## config.mk

```make
export PLATFORM = sky130hd
export DESIGN_NAME = scrb_top
export DESIGN_NICKNAME = d
export VERILOG_FILES = /design/src/rtl/scrb_pkg.sv /design/src/rtl/scrb_top.sv
export SDC_FILE = /design/constraint.sdc
export NUM_CORES = 1
export LEC_CHECK = 0
export ABC_CLOCK_PERIOD_IN_PS = 2200
export BUFFER_PORTS_ARGS = -buffer_cell sky130_fd_sc_hd__buf_4
export CORE_MARGIN = 1.5
export CORE_UTILIZATION = 36
export DETAILED_ROUTE_END_ITERATION = 10
export GPL_ROUTABILITY_DRIVEN = 0
export REMOVE_ABC_BUFFERS = 1
export SYNTH_ARGS = -nofsm -noshare
export SYNTH_HDL_FRONTEND = slang
export SYNTH_SLANG_ARGS = --single-unit
export TNS_END_PERCENT = 50
```

## constraint.sdc

```tcl
create_clock -name I_MCLK -period 2.2 [get_ports I_MCLK]
set_input_delay 0.11 -clock I_MCLK [delete_from_list [all_inputs] [get_ports I_MCLK]]
set_output_delay 0.11 -clock I_MCLK [all_outputs]
set_load 0.01 [all_outputs]
```

## src/rtl/scrb_pkg.sv

```systemverilog
// Constants for the serial configuration register bank.
package scrb_pkg;

  // ==========================================================================
  // Frame layout
  // ==========================================================================
  localparam int unsigned SHIFT_W  = 18;
  localparam int unsigned DATA_W   = 14;
  localparam int unsigned ADDR_W   = 4;
  localparam int unsigned NUM_REGS = 16;
  localparam int unsigned DATA_LSB = 4;
  localparam int unsigned DATA_MSB = 17;
  localparam int unsigned ADDR_MSB = 3;

  // ==========================================================================
  // Register addresses
  // ==========================================================================
  localparam logic [3:0] ADDR_PLL_MODE   = 4'h0;
  localparam logic [3:0] ADDR_LOCK_OUT   = 4'h1;
  localparam logic [3:0] ADDR_DIV_INT    = 4'h3;
  localparam logic [3:0] ADDR_DIV_FRAC_H = 4'h4;
  localparam logic [3:0] ADDR_REF_LOCK   = 4'h5;
  localparam logic [3:0] ADDR_CAL_DET    = 4'h6;
  localparam logic [3:0] ADDR_FILT_FINE  = 4'h7;
  localparam logic [3:0] ADDR_GAIN_IND   = 4'h8;
  localparam logic [3:0] ADDR_TX_SRC     = 4'h9;
  localparam logic [3:0] ADDR_RX_GAIN    = 4'hB;
  localparam logic [3:0] ADDR_TX_GAIN    = 4'hC;
  localparam logic [3:0] ADDR_REFCLK     = 4'hE;

  // ==========================================================================
  // Field positions
  // ==========================================================================
  localparam int unsigned BIT_FRAC_MODE   = 10;
  localparam int unsigned BIT_LOCK_CMOS   = 12;
  localparam int unsigned BIT_LOCK_PULLUP = 9;
  localparam int unsigned BIT_LOCK_EN     = 5;
  localparam int unsigned BIT_REF_DIV2    = 2;
  localparam int unsigned INT_MSB         = 7;
  localparam int unsigned FRAC_LO_LSB     = 8;
  localparam int unsigned FRAC_LO_MSB     = 13;
  localparam int unsigned BIT_REFCLK_DIV2 = 10;
  localparam int unsigned BIT_REFCLK_EN   = 9;
  localparam int unsigned DET_GAIN_LSB    = 11;
  localparam int unsigned DET_GAIN_MSB    = 12;
  localparam int unsigned BIT_TX_CAL      = 1;
  localparam int unsigned BIT_RX_CAL      = 0;
  localparam int unsigned HP_LSB          = 12;
  localparam int unsigned HP_MSB          = 13;
  localparam int unsigned TX_FINE_LSB     = 3;
  localparam int unsigned TX_FINE_MSB     = 5;
  localparam int unsigned RX_FINE_MSB     = 2;
  localparam int unsigned COARSE_MSB      = 1;
  localparam int unsigned BIT_RX_SERIAL   = 12;
  localparam int unsigned BIT_IND_ALWAYS  = 10;
  localparam int unsigned IND_SEL_LSB     = 8;
  localparam int unsigned IND_SEL_MSB     = 9;
  localparam int unsigned BIT_TX_SERIAL   = 10;
  localparam int unsigned RX_GAIN_MSB     = 6;
  localparam int unsigned TX_GAIN_MSB     = 5;

  // ==========================================================================
  // Reset contents (recommended settings)
  // ==========================================================================
  localparam logic [13:0] RESET_VAL [16] = '{
    14'h1740, 14'h119A, 14'h1003, 14'h0079, 14'h3666, 14'h00A4, 14'h0060, 14'h1022,
    14'h2021, 14'h03B5, 14'h1DA4, 14'h007F, 14'h0140, 14'h0E92, 14'h033B, 14'h0145
  };

endpackage

```

## src/rtl/scrb_top.sv

```systemverilog
// Serial configuration register bank with 3-wire write port and decoded fields.
`timescale 1ns/1ps
// Operation
// - Sixteen 14-bit registers, written by 18-bit words: data high, address low.
// - Words arrive most significant bit first, framed by active-low chip select.
// - While select is low, each serial clock rising edge shifts one bit in.
// - Select rising copies shift register data into the addressed register.
// - Only the last 18 bits are kept; frames of any length are accepted.
// - Register 0 bit 10 selects fractional-N (1) or integer-N (0) synthesizer.
// - Register 1 bit 12 selects push-pull (1) or open-drain (0) lock output.
// - Register 5 bit 9 enables lock pullup, only in open-drain mode.
// - Register 5 bit 5 enables lock output; disabled means high impedance.
// - Enabled lock output is low when unlocked; when locked, push-pull drives high and open-drain releases to the pullup.
// - Register 5 bit 2 sets synthesizer reference divider: 0 one, 1 two.
// - Integer divider in reg 3 low byte; 20-bit fraction from regs 4 and 3.
// - Register 14 bit 10 sets refclk output divider, bit 9 enables it.
// - Register 6 bits 12:11 set calibration detector gain 9 to 39 dB.
// - Register 6 bits 1 and 0 select transmit or receive calibration.
// - Register 7 bits 13:12 select receive highpass corner when pin low.
// - Register 7 holds transmit fine trim 5:3 and receive fine trim 2:0.
// - Register 8 bits 1:0 hold the shared lowpass coarse corner.
// - Register 8 bit 12 takes receive gain from register or parallel pins.
// - Register 8 bit 10 forces indicator on; else highpass pin enables it.
// - Register 8 bits 9:8 route signal strength, temperature or power detector.
// - Writes are accepted and kept in every power mode.

// ============================================================================
// Top module
// ============================================================================
module scrb_top (
  input  wire logic        I_MCLK,
  input  wire logic        I_RST_B,
  input  wire logic        I_CS_B,
  input  wire logic        I_SCLK,
  input  wire logic        I_SDATA,
  input  wire logic        I_PLL_LOCKED,
  input  wire logic        I_RX_TX_SELECT_PIN,
  input  wire logic        I_HIGHPASS_SELECT_PIN,
  input  wire logic [6:0]  I_PARALLEL_RX_GAIN_PINS,
  input  wire logic [5:0]  I_PARALLEL_TX_GAIN_PINS,
  output logic             O_REG_WRITE,
  output logic             O_FRAC_MODE,
  output logic             O_REF_DIV2,
  output logic [7:0]       O_INT_DIV,
  output logic [19:0]      O_FRAC_DIV,
  output logic             O_REFCLK_DIV2,
  output logic             O_REFCLK_EN,
  output logic [1:0]       O_DET_GAIN,
  output logic             O_TX_CAL,
  output logic             O_RX_CAL,
  output logic [1:0]       O_RX_HP_CORNER,
  output logic [2:0]       O_TX_LPF_FINE,
  output logic [2:0]       O_RX_LPF_FINE,
  output logic [1:0]       O_LPF_COARSE,
  output logic [6:0]       O_RX_GAIN,
  output logic [5:0]       O_TX_GAIN,
  output logic             O_IND_EN,
  output logic [1:0]       O_IND_SEL,
  output logic             O_LOCK_DET_OUT,
  output logic             O_LOCK_DET_OE,
  output logic             O_LOCK_PULLUP_EN
);

  // ==========================================================================
  // Pin synchronisers
  // ==========================================================================
  localparam int unsigned NSYNC = 19;

  logic [NSYNC-1:0] sync1;
  logic [NSYNC-1:0] sync2;
  logic             sclk_prev;
  logic             cs_b_prev;

  always_ff @(posedge I_MCLK or negedge I_RST_B)
  begin
    if (!I_RST_B)
    begin
      sync1 <= '1;
      sync2 <= '1;
    end
    else
    begin
      sync1 <= {I_CS_B, I_SCLK, I_SDATA, I_PLL_LOCKED, I_RX_TX_SELECT_PIN,
                I_HIGHPASS_SELECT_PIN, I_PARALLEL_RX_GAIN_PINS, I_PARALLEL_TX_GAIN_PINS};
      sync2 <= sync1;
    end
  end

  logic       cs_b_s;
  logic       sclk_s;
  logic       sdata_s;
  logic       locked_s;
  logic       rx_tx_s;
  logic       hp_pin_s;
  logic [6:0] prx_gain_s;
  logic [5:0] ptx_gain_s;

  assign {cs_b_s, sclk_s, sdata_s, locked_s, rx_tx_s, hp_pin_s, prx_gain_s, ptx_gain_s} = sync2;

  always_ff @(posedge I_MCLK or negedge I_RST_B)
  begin
    if (!I_RST_B)
    begin
      sclk_prev <= 1'b1;
      cs_b_prev <= 1'b1;
    end
    else
    begin
      sclk_prev <= sclk_s;
      cs_b_prev <= cs_b_s;
    end
  end

  // The serial clock is oversampled, so it must stay well below half
  // of the system clock rate for each edge to be seen once.
  logic shift_en;
  logic latch_en;

  assign shift_en = !cs_b_s && sclk_s && !sclk_prev;
  assign latch_en = cs_b_s && !cs_b_prev;

  // ==========================================================================
  // Shift register
  // ==========================================================================
  logic [scrb_pkg::SHIFT_W-1:0] shift_reg;

  always_ff @(posedge I_MCLK or negedge I_RST_B)
  begin
    if (!I_RST_B)
      shift_reg <= '0;
    else if (shift_en)
      shift_reg <= {shift_reg[scrb_pkg::SHIFT_W-2:0], sdata_s};
  end

  // ==========================================================================
  // Register array
  // ==========================================================================
  logic [scrb_pkg::DATA_W-1:0] regs [scrb_pkg::NUM_REGS];
  logic [scrb_pkg::ADDR_W-1:0] wr_addr;
  logic [scrb_pkg::DATA_W-1:0] wr_data;

  assign wr_addr = shift_reg[scrb_pkg::ADDR_MSB:0];
  assign wr_data = shift_reg[scrb_pkg::DATA_MSB:scrb_pkg::DATA_LSB];

  // One-hot view of the register being loaded, used by the field checks.
  logic [scrb_pkg::NUM_REGS-1:0] wr_hit;

  always_comb
  begin
    wr_hit = '0;
    if (latch_en)
      wr_hit[wr_addr] = 1'b1;
  end

  // No pin gates the write, so the bank keeps loading in shutdown.
  always_ff @(posedge I_MCLK or negedge I_RST_B)
  begin
    if (!I_RST_B)
    begin
      for (int i = 0; i < scrb_pkg::NUM_REGS; i++)
        regs[i] <= scrb_pkg::RESET_VAL[i];
    end
    else if (latch_en)
      regs[wr_addr] <= wr_data;
  end

  always_ff @(posedge I_MCLK or negedge I_RST_B)
  begin
    if (!I_RST_B)
      O_REG_WRITE <= 1'b0;
    else
      O_REG_WRITE <= latch_en;
  end

  // ==========================================================================
  // Decoded fields
  // ==========================================================================
  logic [13:0] r_mode;
  logic [13:0] r_lock;
  logic [13:0] r_int;
  logic [13:0] r_frac;
  logic [13:0] r_ref;
  logic [13:0] r_cal;
  logic [13:0] r_filt;
  logic [13:0] r_gind;
  logic [13:0] r_txsrc;
  logic [13:0] r_rxg;
  logic [13:0] r_txg;
  logic [13:0] r_rclk;

  assign r_mode  = regs[scrb_pkg::ADDR_PLL_MODE];
  assign r_lock  = regs[scrb_pkg::ADDR_LOCK_OUT];
  assign r_int   = regs[scrb_pkg::ADDR_DIV_INT];
  assign r_frac  = regs[scrb_pkg::ADDR_DIV_FRAC_H];
  assign r_ref   = regs[scrb_pkg::ADDR_REF_LOCK];
  assign r_cal   = regs[scrb_pkg::ADDR_CAL_DET];
  assign r_filt  = regs[scrb_pkg::ADDR_FILT_FINE];
  assign r_gind  = regs[scrb_pkg::ADDR_GAIN_IND];
  assign r_txsrc = regs[scrb_pkg::ADDR_TX_SRC];
  assign r_rxg   = regs[scrb_pkg::ADDR_RX_GAIN];
  assign r_txg   = regs[scrb_pkg::ADDR_TX_GAIN];
  assign r_rclk  = regs[scrb_pkg::ADDR_REFCLK];

  assign O_FRAC_MODE    = r_mode[scrb_pkg::BIT_FRAC_MODE];
  assign O_REF_DIV2     = r_ref[scrb_pkg::BIT_REF_DIV2];
  assign O_INT_DIV      = r_int[scrb_pkg::INT_MSB:0];
  assign O_FRAC_DIV     = {r_frac, r_int[scrb_pkg::FRAC_LO_MSB:scrb_pkg::FRAC_LO_LSB]};
  assign O_REFCLK_DIV2  = r_rclk[scrb_pkg::BIT_REFCLK_DIV2];
  assign O_REFCLK_EN    = r_rclk[scrb_pkg::BIT_REFCLK_EN];
  assign O_DET_GAIN     = r_cal[scrb_pkg::DET_GAIN_MSB:scrb_pkg::DET_GAIN_LSB];
  assign O_TX_CAL       = rx_tx_s && r_cal[scrb_pkg::BIT_TX_CAL];
  assign O_RX_CAL       = !rx_tx_s && r_cal[scrb_pkg::BIT_RX_CAL];
  assign O_RX_HP_CORNER = r_filt[scrb_pkg::HP_MSB:scrb_pkg::HP_LSB];
  assign O_TX_LPF_FINE  = r_filt[scrb_pkg::TX_FINE_MSB:scrb_pkg::TX_FINE_LSB];
  assign O_RX_LPF_FINE  = r_filt[scrb_pkg::RX_FINE_MSB:0];
  assign O_LPF_COARSE   = r_gind[scrb_pkg::COARSE_MSB:0];
  assign O_RX_GAIN      = r_gind[scrb_pkg::BIT_RX_SERIAL] ? r_rxg[scrb_pkg::RX_GAIN_MSB:0]
                                                          : prx_gain_s;
  assign O_TX_GAIN      = r_txsrc[scrb_pkg::BIT_TX_SERIAL] ? r_txg[scrb_pkg::TX_GAIN_MSB:0]
                                                           : ptx_gain_s;
  assign O_IND_EN       = r_gind[scrb_pkg::BIT_IND_ALWAYS] || hp_pin_s;
  assign O_IND_SEL      = r_gind[scrb_pkg::IND_SEL_MSB:scrb_pkg::IND_SEL_LSB];

  // ==========================================================================
  // Lock-detect pin
  // ==========================================================================
  logic lock_en;
  logic lock_cmos;

  assign lock_en   = r_ref[scrb_pkg::BIT_LOCK_EN];
  assign lock_cmos = r_lock[scrb_pkg::BIT_LOCK_CMOS];

  // Open-drain mode only pulls low; the high level comes from the pullup.
  assign O_LOCK_DET_OUT   = lock_cmos && locked_s;
  assign O_LOCK_DET_OE    = lock_en && (lock_cmos || !locked_s);
  assign O_LOCK_PULLUP_EN = lock_en && !lock_cmos && r_ref[scrb_pkg::BIT_LOCK_PULLUP];
endmodule // scrb_top

```

==> results.md, run 1 <==
* Top cell type by total area after synthesis: dfstp_2
* R2R Path Start: sync2[18]
* Slew Viols, Final at 0
* Layout cells sized above 1 at 0.743
* HP Class: in -> async
* Max-Cap Viols at 0
* Setup repair bufs after CTS at 0
* Crit. End Element: flop
* Resize count post-CTS at 0
* Clock latency on the worst-skew pair at 0.40 ns
* Vias in the first global route at 2728
* Post-Synthesis Cell Area at 4710 um^2
* Nature of the critical path startpoint: flop
* GR Util All Layers at 0.142
* Worst setup path category: reg -> reg
* Area contributors post-synth: dfstp_2, dfrtp_1, mux2_2
* CP startpoint: sync2[18]
* Final hold vios at 0
* Area Overhead vs Synth at 34.0%
* Register Area at 3240 um^2
* Post-CTS Hold Buffers at 20
* Die Height at 117 um
* Final worst path period share at 0.832
* Clock sinks at 126
* Core area at 12700 um^2
* # rows at 41
* Crit path capture: r_int[13]
* Initial Util at 0.371
* Mean area per synthesized cell at 17.6 um^2
* # fillers at 1101
* Gate Count Post-Synth at 268
* Largest net degree at the start of global routing at 51
* Final worst slack at 0.369 ns
* Via/cell ratio at 4.48
* Total CTS buffers at 17
* Worst Path Required at 2.49 ns
* Tot Pwr at 6.37 mW
* Slew HR at 0.579
* Clock Path Buffers at 2
* FF-to-FF End: r_int[13]
* Unique masters post-synth at 28
* Pre-antenna DRT Iters at 4
* Via count at 2533
* Power Dens Cells at 1010 nW/um^2
* CTS HTree Levels at 4
* First-pass GRT wire length at 15.0 mm
* RSZ-0062 raised after global routing: no
* Worst slack, placed at 0.381 ns
* Port Buffer Count at 86
* Hpwl dp at 5.91 mm
* R2R cell count at 4
* Wire per inst at 15.8 um
* Crit-path max FO at 14
* Leakage at 2.94 nW
* Reg2Reg Setup Slack at 0.37 ns
* DRT Wirelength at 8.95 mm
* Initial antenna violation count at 0
* Post-route minimum period at 1.83 ns
* Yosys top cell area share at 0.385
* # DRC at 0
* Die X at 117 um
* Root Driver: clkbuf_16
* Setup TNS at 0 ns
* DRT iter0 DRCs at 57
* Clk_skew at 0.00583 ns
* Synth Register Bits at 126
* Full die area at 13800 um^2
* Final setup viols at 0
* Status: finished clean
* Slew @ Worst Pin at 0.631 ns
* Total grt overflow at 0
* Hold_ws at 0.286 ns
* CTS tree: built
* Yosys warning total at 0
* Final ANT Viol Nets at 0
* Peak supply drop at 0.000472 V
* Arr. time, crit path at 2.12 ns
* Area of the multi-input gates at 1340 um^2
* Antenna cells at 0
* Sequential element share of the synthesized area at 0.687
* Post-layout nets at 401
* F_max at 546 MHz
* CTS clock-pin slew for the worst setup and hold paths at 0.06 ns
* Io pins at 87
==> critical path, stage by stage (launching register included) <==
cell     delay (ns)
dfstp_2        0.58
nor4b_4        0.29
and3_1         0.20
buf_4          0.27
mux2_2         0.36
==> cell usage after synthesis (all sizes together) <==
cell type  number
or2             1
buf            15
nand3b          1
nand4b          1
and2            2
nand2           5
and4bb          2
a21oi           1
nor2            1
clkbuf          2
dfrtp          57
mux2           97
a31o            1
nor2b           3
nor3b           2
inv             1
a21boi          1
nor4b           1
dfstp          69
and3            4
nor3            1
==> per-stage QoR <==
step	util	area [um^2]	instances
2_1_floorplan	-	4580	251
3_3_place_gp	0.432	5500	513
3_5_place_dp	0.432	5500	513
4_1_cts	0.497	6320	565
5_1_grt	0.497	6320	565
6_report	0.497	6320	565
==> worst min path at each step <==
| stage | depth (start not counted) | start | to |
|---|---|---|---|
| global route | 2 | I_RST_B | r_filt[3] |
| global placement | 1 | I_RST_B | r_filt[3] |
| CTS | 2 | I_RST_B | r_filt[4] |
| finish | 2 | I_RST_B | r_filt[3] |
| floorplan | 0 | I_RST_B | O_REG_WRITE |
| detailed placement | 1 | I_RST_B | r_filt[4] |
==> cell type report <==
cell class	instances	share of cell area
multi-input combinational	124	0.212
timing repair buffer	110	0.143
inverter	1	0.000594
clock buffer	22	0.0766
sequential	126	0.513
clock inverter	10	0.0214
tap	172	0.0341
==> layout by cell type, fill, tap and decap left out, drive strengths merged <==
master,count
nand2,5
a31o,1
and2,2
and4bb,2
mux2,97
nor2b,3
clkinv,3
nand3b,1
and3,4
dfrtp,57
nor3b,2
nand4b,1
a21oi,1
buf,90
inv,1
clkbuf,22
nor3,1
dfstp,69
nor2,1
a21boi,1
dlygate4sd3,20
clkinvlp,4
nor4b,1
or2,1
bufinv,3
==> metal layers <==
layer	track usage	vias up	part of all wire
met3	0.0569	15	0.067
met1	0.179	1290	0.45
li1	-	1153	-
met2	0.219	75	0.47
met4	0.0602	0	0.014
met5	0	-	0
==> logic make-up after synthesis <==
kind of cell | after synthesis | share of synthesized area
AND/OR/NAND/NOR | 24 | 0.0387
flip-flops | 126 | 0.687
multiplexers | 97 | 0.240
AO/OA/AOI/OAI | 3 | 0.00451
buffers and inverters | 18 | 0.0300
==> where the power goes <==
group	switching [mW]	internal [mW]	leakage, nW	total (mW)
Combinational	0.259	0.387	1.14	0.646
Clock	0.971	1.90	0.294	2.87
Sequential	0.236	2.62	1.50	2.85
(Power assumes the default switching activity.)
==> run 2: changes to the inputs <==
--- a/config.mk
+++ b/config.mk
@@ -5,7 +5,7 @@
 export SDC_FILE = /design/constraint.sdc
 export NUM_CORES = 1
 export LEC_CHECK = 0
-export ABC_CLOCK_PERIOD_IN_PS = 2200
+export ABC_CLOCK_PERIOD_IN_PS = 1500
 export BUFFER_PORTS_ARGS = -buffer_cell sky130_fd_sc_hd__buf_4
 export CORE_MARGIN = 1.5
 export CORE_UTILIZATION = 36
==> constraint.sdc (replaced) <==
create_clock -name I_MCLK -period 1.5 [get_ports I_MCLK]
set_input_delay 0.075 -clock I_MCLK [delete_from_list [all_inputs] [get_ports I_MCLK]]
set_output_delay 0.075 -clock I_MCLK [all_outputs]
set_load 0.01 [all_outputs]
==> run 2 against run 1 <==
Against the previous run:
- the flow now finishes with violations (setup timing)
- via count is 2.3% higher
- wire length is 4.3% higher
- sequential power is 48% higher
- clock skew is 0.0089 ns higher
- combinational power is 76% higher
- sequential share of layout area is 2.9 points lower
- die area stayed put
- hold slack worse by 0.090 ns
- clock power is 44% higher
- critical endpoint is now r_cal[1]
- largest power group is now registers
==> results.md, run 2 (synthesis gave the netlist of run 1 again) <==
* Status: finished with violations
* Failing checks: setup timing
* Pre-antenna DRT Iters at 3
* Crit path cell chain: and4bb_2 -> nand3b_1 -> buf_4 -> mux2_2
* Slew Viols, Final at 0
* Peak supply drop at 0.000670 V
* Max-Cap Viols at 0
* Tot Pwr at 9.50 mW
* Post-layout nets at 419
* DRT Wirelength at 9.34 mm
* Vias in the first global route at 2793
* Total grt overflow at 0
* Via/cell ratio at 4.45
* Worst setup path category: reg -> reg
* Final worst path period share at 1.08
* # rows at 41
* Initial antenna violation count at 0
* Worst Path Required at 1.79 ns
* CTS HTree Levels at 4
* Clock latency on the worst-skew pair at 0.42 ns
* Area Overhead vs Synth at 42.3%
* GR Util All Layers at 0.148
* Clock Path Buffers at 2
* RSZ-0062 raised after global routing: yes
* Root Driver: clkbuf_16
* DRT iter0 DRCs at 69
* Final hold vios at 0
* Via count at 2592
* HP Class: in -> async
* Nature of the critical path startpoint: flop
* Crit. End Element: flop
* Wire per inst at 16.0 um
* Total CTS buffers at 17
* Die X at 117 um
* Port Buffer Count at 86
* Power Dens Cells at 1420 nW/um^2
* Largest net degree at the start of global routing at 78
* Final ANT Viol Nets at 0
* Clk_skew at 0.0147 ns
* Leakage at 3.14 nW
* Final setup viols at 77
* Clock sinks at 126
* F_max at 618 MHz
* Slew @ Worst Pin at 0.402 ns
* # fillers at 1093
* Crit-path max FO at 4
* CP max stage delay at 0.56 ns
* CTS clock-pin slew for the worst setup and hold paths at 0.05 ns
* Arr. time, crit path at 1.91 ns
* Antenna cells at 0
* Die Height at 117 um
* Core area at 12700 um^2
* Hpwl dp at 6.03 mm
* Initial Util at 0.371
* Io pins at 87
* Final worst slack at -0.118 ns
* First-pass GRT wire length at 15.3 mm
* Post-route minimum period at 1.62 ns
* # DRC at 0
* CTS tree: built
* Crit path max-delay cell type: dfstp_2
* Slew HR at 0.732
* Full die area at 13800 um^2
* Commonest non-fill, non-tap cells in the layout: buf_4, dfstp_2, dfrtp_1, mux2_4, mux2_2
* Layout cells sized above 1 at 0.778
* Commonest non-fill, non-tap cell in the layout: buf_4
* Worst slack, placed at -0.165 ns
==> run 2: report_power, final <==
group	internal [mW]	switching [mW]
Combinational	0.725	0.413
Clock	2.73	1.42
Sequential	3.84	0.377
==> run 2: through the flow <==
stage               instances  hold slack (ns)  TNS, ns   util  area [um^2]
floorplan                 251           -0.221   -22.08      -         4580
global placement          527           0.0975    -2.78  0.443         5640
detailed placement        527           0.0986    -4.40  0.443         5640
CTS                       581            0.196    -5.03  0.522         6650
global route              582            0.223    -8.54  0.527         6710
finish                    582            0.196    -3.89  0.527         6710
==> run 2: final cells by class <==
cell class	count	area [um^2]	area share
repair buffers	128	1120	0.167
flip-flops and latches	126	3240	0.483
well taps	172	215	0.0321
clock inverters	10	138	0.0205
inverters	1	3.75	0.000559
clock buffers	21	470	0.0701
multi-input cells	124	1520	0.226
==> run 2: layer usage <==
layer	vias up	global-route usage	part of all wire
met5	-	0	0
met2	67	0.226	0.47
met1	1320	0.190	0.46
li1	1192	-	-
met3	13	0.0491	0.047
met4	0	0.0671	0.014
==> run 2: final timing paths <==
check / start / to / slack, ns / cells after the start
setup / recovery: cs_b_prev / r_cal[1] / -0.12 / 4
hold / removal: I_RST_B / r_frac[4] / 0.20 / 3
setup reg to reg: cs_b_prev / r_cal[1] / -0.12 / 4
hold reg to reg: sync1[11] / sync2[11] / 0.35 / 0
max in group asynchronous: I_RST_B / sync2[13] / 0.89 / 3
min in group I_MCLK: I_PARALLEL_RX_GAIN_PINS[3] / sync1[9] / 0.30 / 2
==> run 2: repair_timing <==
item	in CTS	in global routing
hold endpoints to repair	103	0
endpoints found under the setup margin	74	93
gates resized for setup	47	16
setup buffers	4	1
cloned	1	0
hold buffers	20	0
pin swaps	1	1
==> run 2: worst max-delay path, delay by kind of cell (launching register included) <==
family        cells  cell delay, ns
mux               1            0.32
simple gates      2            0.47
buf+inv           1            0.15
flops             1            0.56
==> run 3: changes to the inputs <==
--- a/config.mk
+++ b/config.mk
@@ -5,10 +5,11 @@
 export SDC_FILE = /design/constraint.sdc
 export NUM_CORES = 1
 export LEC_CHECK = 0
-export ABC_CLOCK_PERIOD_IN_PS = 1500
+export ABC_CLOCK_PERIOD_IN_PS = 1800
 export BUFFER_PORTS_ARGS = -buffer_cell sky130_fd_sc_hd__buf_4
 export CORE_MARGIN = 1.5
 export CORE_UTILIZATION = 36
+export CTS_BUF_LIST = sky130_fd_sc_hd__clkbuf_4
 export DETAILED_ROUTE_END_ITERATION = 10
 export GPL_ROUTABILITY_DRIVEN = 0
 export REMOVE_ABC_BUFFERS = 1
==> constraint.sdc (replaced) <==
create_clock -name I_MCLK -period 1.8 [get_ports I_MCLK]
set_input_delay 0.09 -clock I_MCLK [delete_from_list [all_inputs] [get_ports I_MCLK]]
set_output_delay 0.09 -clock I_MCLK [all_outputs]
set_load 0.01 [all_outputs]
==> run 3 against run 2 <==
Against the previous run:
- the flow now finishes without violations
- worst setup slack improved by 0.21 ns
- clock-buffer cell count decreased by 2
- wire length fell by 2.5%
- non-clock buffer count fell by 13
- largest cell class unchanged
==> results.md, run 3 (synthesis gave the netlist of run 1 again) <==
* Status: finished clean
* Crit-path max FO at 12
* Die X at 117 um
* Die Height at 117 um
* Clock latency on the worst-skew pair at 0.50 ns
* CTS HTree Levels at 4
* Crit path cell chain: nor4b_4 -> and3_4 -> buf_12 -> mux2_2
* Power Dens Cells at 1100 nW/um^2
* Placed Area at 5540 um^2
* # fillers at 1136
* Initial antenna violation count at 0
* R2R Path Start: sync2[18]
* GR Util All Layers at 0.145
* CTS clock-pin slew for the worst setup and hold paths at 0.11 ns
* Finished Cell Area at 6100 um^2
* Via count at 2562
* Final worst path period share at 0.950
* Reg2Reg Setup Slack at 0.09 ns
* Peak supply drop at 0.000833 V
* Hpwl dp at 6.02 mm
* Nature of the critical path startpoint: flop
* Slew @ Worst Pin at 0.447 ns
* # rows at 41
* # DRC at 0
* Final worst slack at 0.0902 ns
* DRT iter0 DRCs at 106
* Clock Path Buffers at 2
* Crit path max-delay cell type: dfstp_2
* Wire per inst at 16.0 um
* Initial Util at 0.371
* CP max stage delay at 0.61 ns
* Final setup viols at 0
* Layout cells sized above 1 at 0.751
* Vias in the first global route at 2807
* Full die area at 13800 um^2
* DRT Wirelength at 9.11 mm
* F_max at 585 MHz
* Core area at 12700 um^2
* Via/cell ratio at 4.49
* Final hold vios at 0
* Area of the multi-input gates at 1340 um^2
* Crit path capture: r_int[13]
* Largest net degree at the start of global routing at 47
* Io pins at 87
* FF-to-FF End: r_int[13]
* Worst Path Buf+Inv at 1
* Leakage at 2.85 nW
* Clock sinks at 126
* Slew Viols, Final at 0
* Post-layout nets at 406
* Setup repair bufs after CTS at 0
* Final ANT Viol Nets at 0
* Clk_skew at 0.0147 ns
* Slew HR at 0.702
* Antenna cells at 0
* CP top delay family: flip-flops
* Port Buffer Count at 86
* Pre-antenna DRT Iters at 4
* Commonest non-fill, non-tap cell in the layout: buf_4
* Register Area at 3240 um^2
* Worst slack, placed at 0.0963 ns
* Crit. End Element: flop
* Arr. time, crit path at 2.09 ns
* CTS tree: built
* Commonest non-fill, non-tap cells in the layout: buf_4, mux2_2, dfstp_2
* Root Driver: clkbuf_4
* HP Class: in -> async
* Post-route minimum period at 1.71 ns
* Total CTS buffers at 17
* Total grt overflow at 0
* Cell depth of the worst setup path at 4
* First-pass GRT wire length at 15.2 mm
* Area Overhead vs Synth at 29.5%
* Max-Cap Viols at 0
* CP startpoint: sync2[18]
* R2R cell count at 4
* Worst Path Required at 2.18 ns
* RSZ-0062 raised after global routing: no
* Worst setup path category: reg -> reg
==> run 3: changes by cell type in the layout (fill, tap and decap cells not counted), sizes merged <==
cell | previous run | this run
clkbuf | 21 | 19
bufinv | 3 | 6
buf | 108 | 95
==> run 3: worst min path at each step <==
stage                       start            to  slack [ns]  depth (start not counted)
after global routing      I_RST_B  shift_reg[8]        0.04                          2
after CTS                 I_RST_B  shift_reg[7]        0.03                          2
after global placement    I_RST_B  shift_reg[7]        0.06                          1
final                     I_RST_B  shift_reg[8]        0.07                          2
after floorplan           I_RST_B   O_REG_WRITE       -0.21                          0
after detailed placement  I_RST_B  shift_reg[7]        0.07                          1
==> run 3: final cells by class <==
class | count | area share
Timing Repair Buffer | 115 | 0.154
Multi-Input combinational cell | 124 | 0.220
Sequential cell | 126 | 0.531
Clock inverter | 13 | 0.0359
Clock buffer | 19 | 0.0234
Tap cell | 172 | 0.0353
Inverter | 1 | 0.000615
==> run 3: through the flow <==
step,setup TNS [ns],utilization,hold slack (ns),instances,total power [mW]
floorplan,-12.28,-,-0.206,251,3.84
global placement,0,0.435,0.0632,518,4.30
detailed placement,0,0.435,0.0684,518,4.33
CTS,0,0.479,0.0301,570,6.81
global route,0,0.480,0.0401,570,7.03
finish,0,0.480,0.0694,570,6.71
==> run 3: routing by layer <==
| metal | global-route usage | wire (um) | vias up | share of wire |
|---|---|---|---|---|
| met5 | 0 | 0 | - | 0 |
| met4 | 0.0556 | 104 | 0 | 0.011 |
| met3 | 0.0540 | 550 | 10 | 0.060 |
| met2 | 0.224 | 4420 | 73 | 0.49 |
| met1 | 0.186 | 4030 | 1312 | 0.44 |
| li1 | - | - | 1167 | - |
==> run 3: what timing repair did <==
action / CTS / global route
pin swaps: 0 / 0
resized for setup: 1 / 1
endpoints found under the setup margin: 7 / 2
endpoints found under the hold margin: 100 / 0
hold buffers: 20 / 0
==> run 3: power by group <==
part / internal, mW / switching [mW]
clock: 1.40 / 1.01
combinational: 0.483 / 0.316
sequential: 3.19 / 0.303
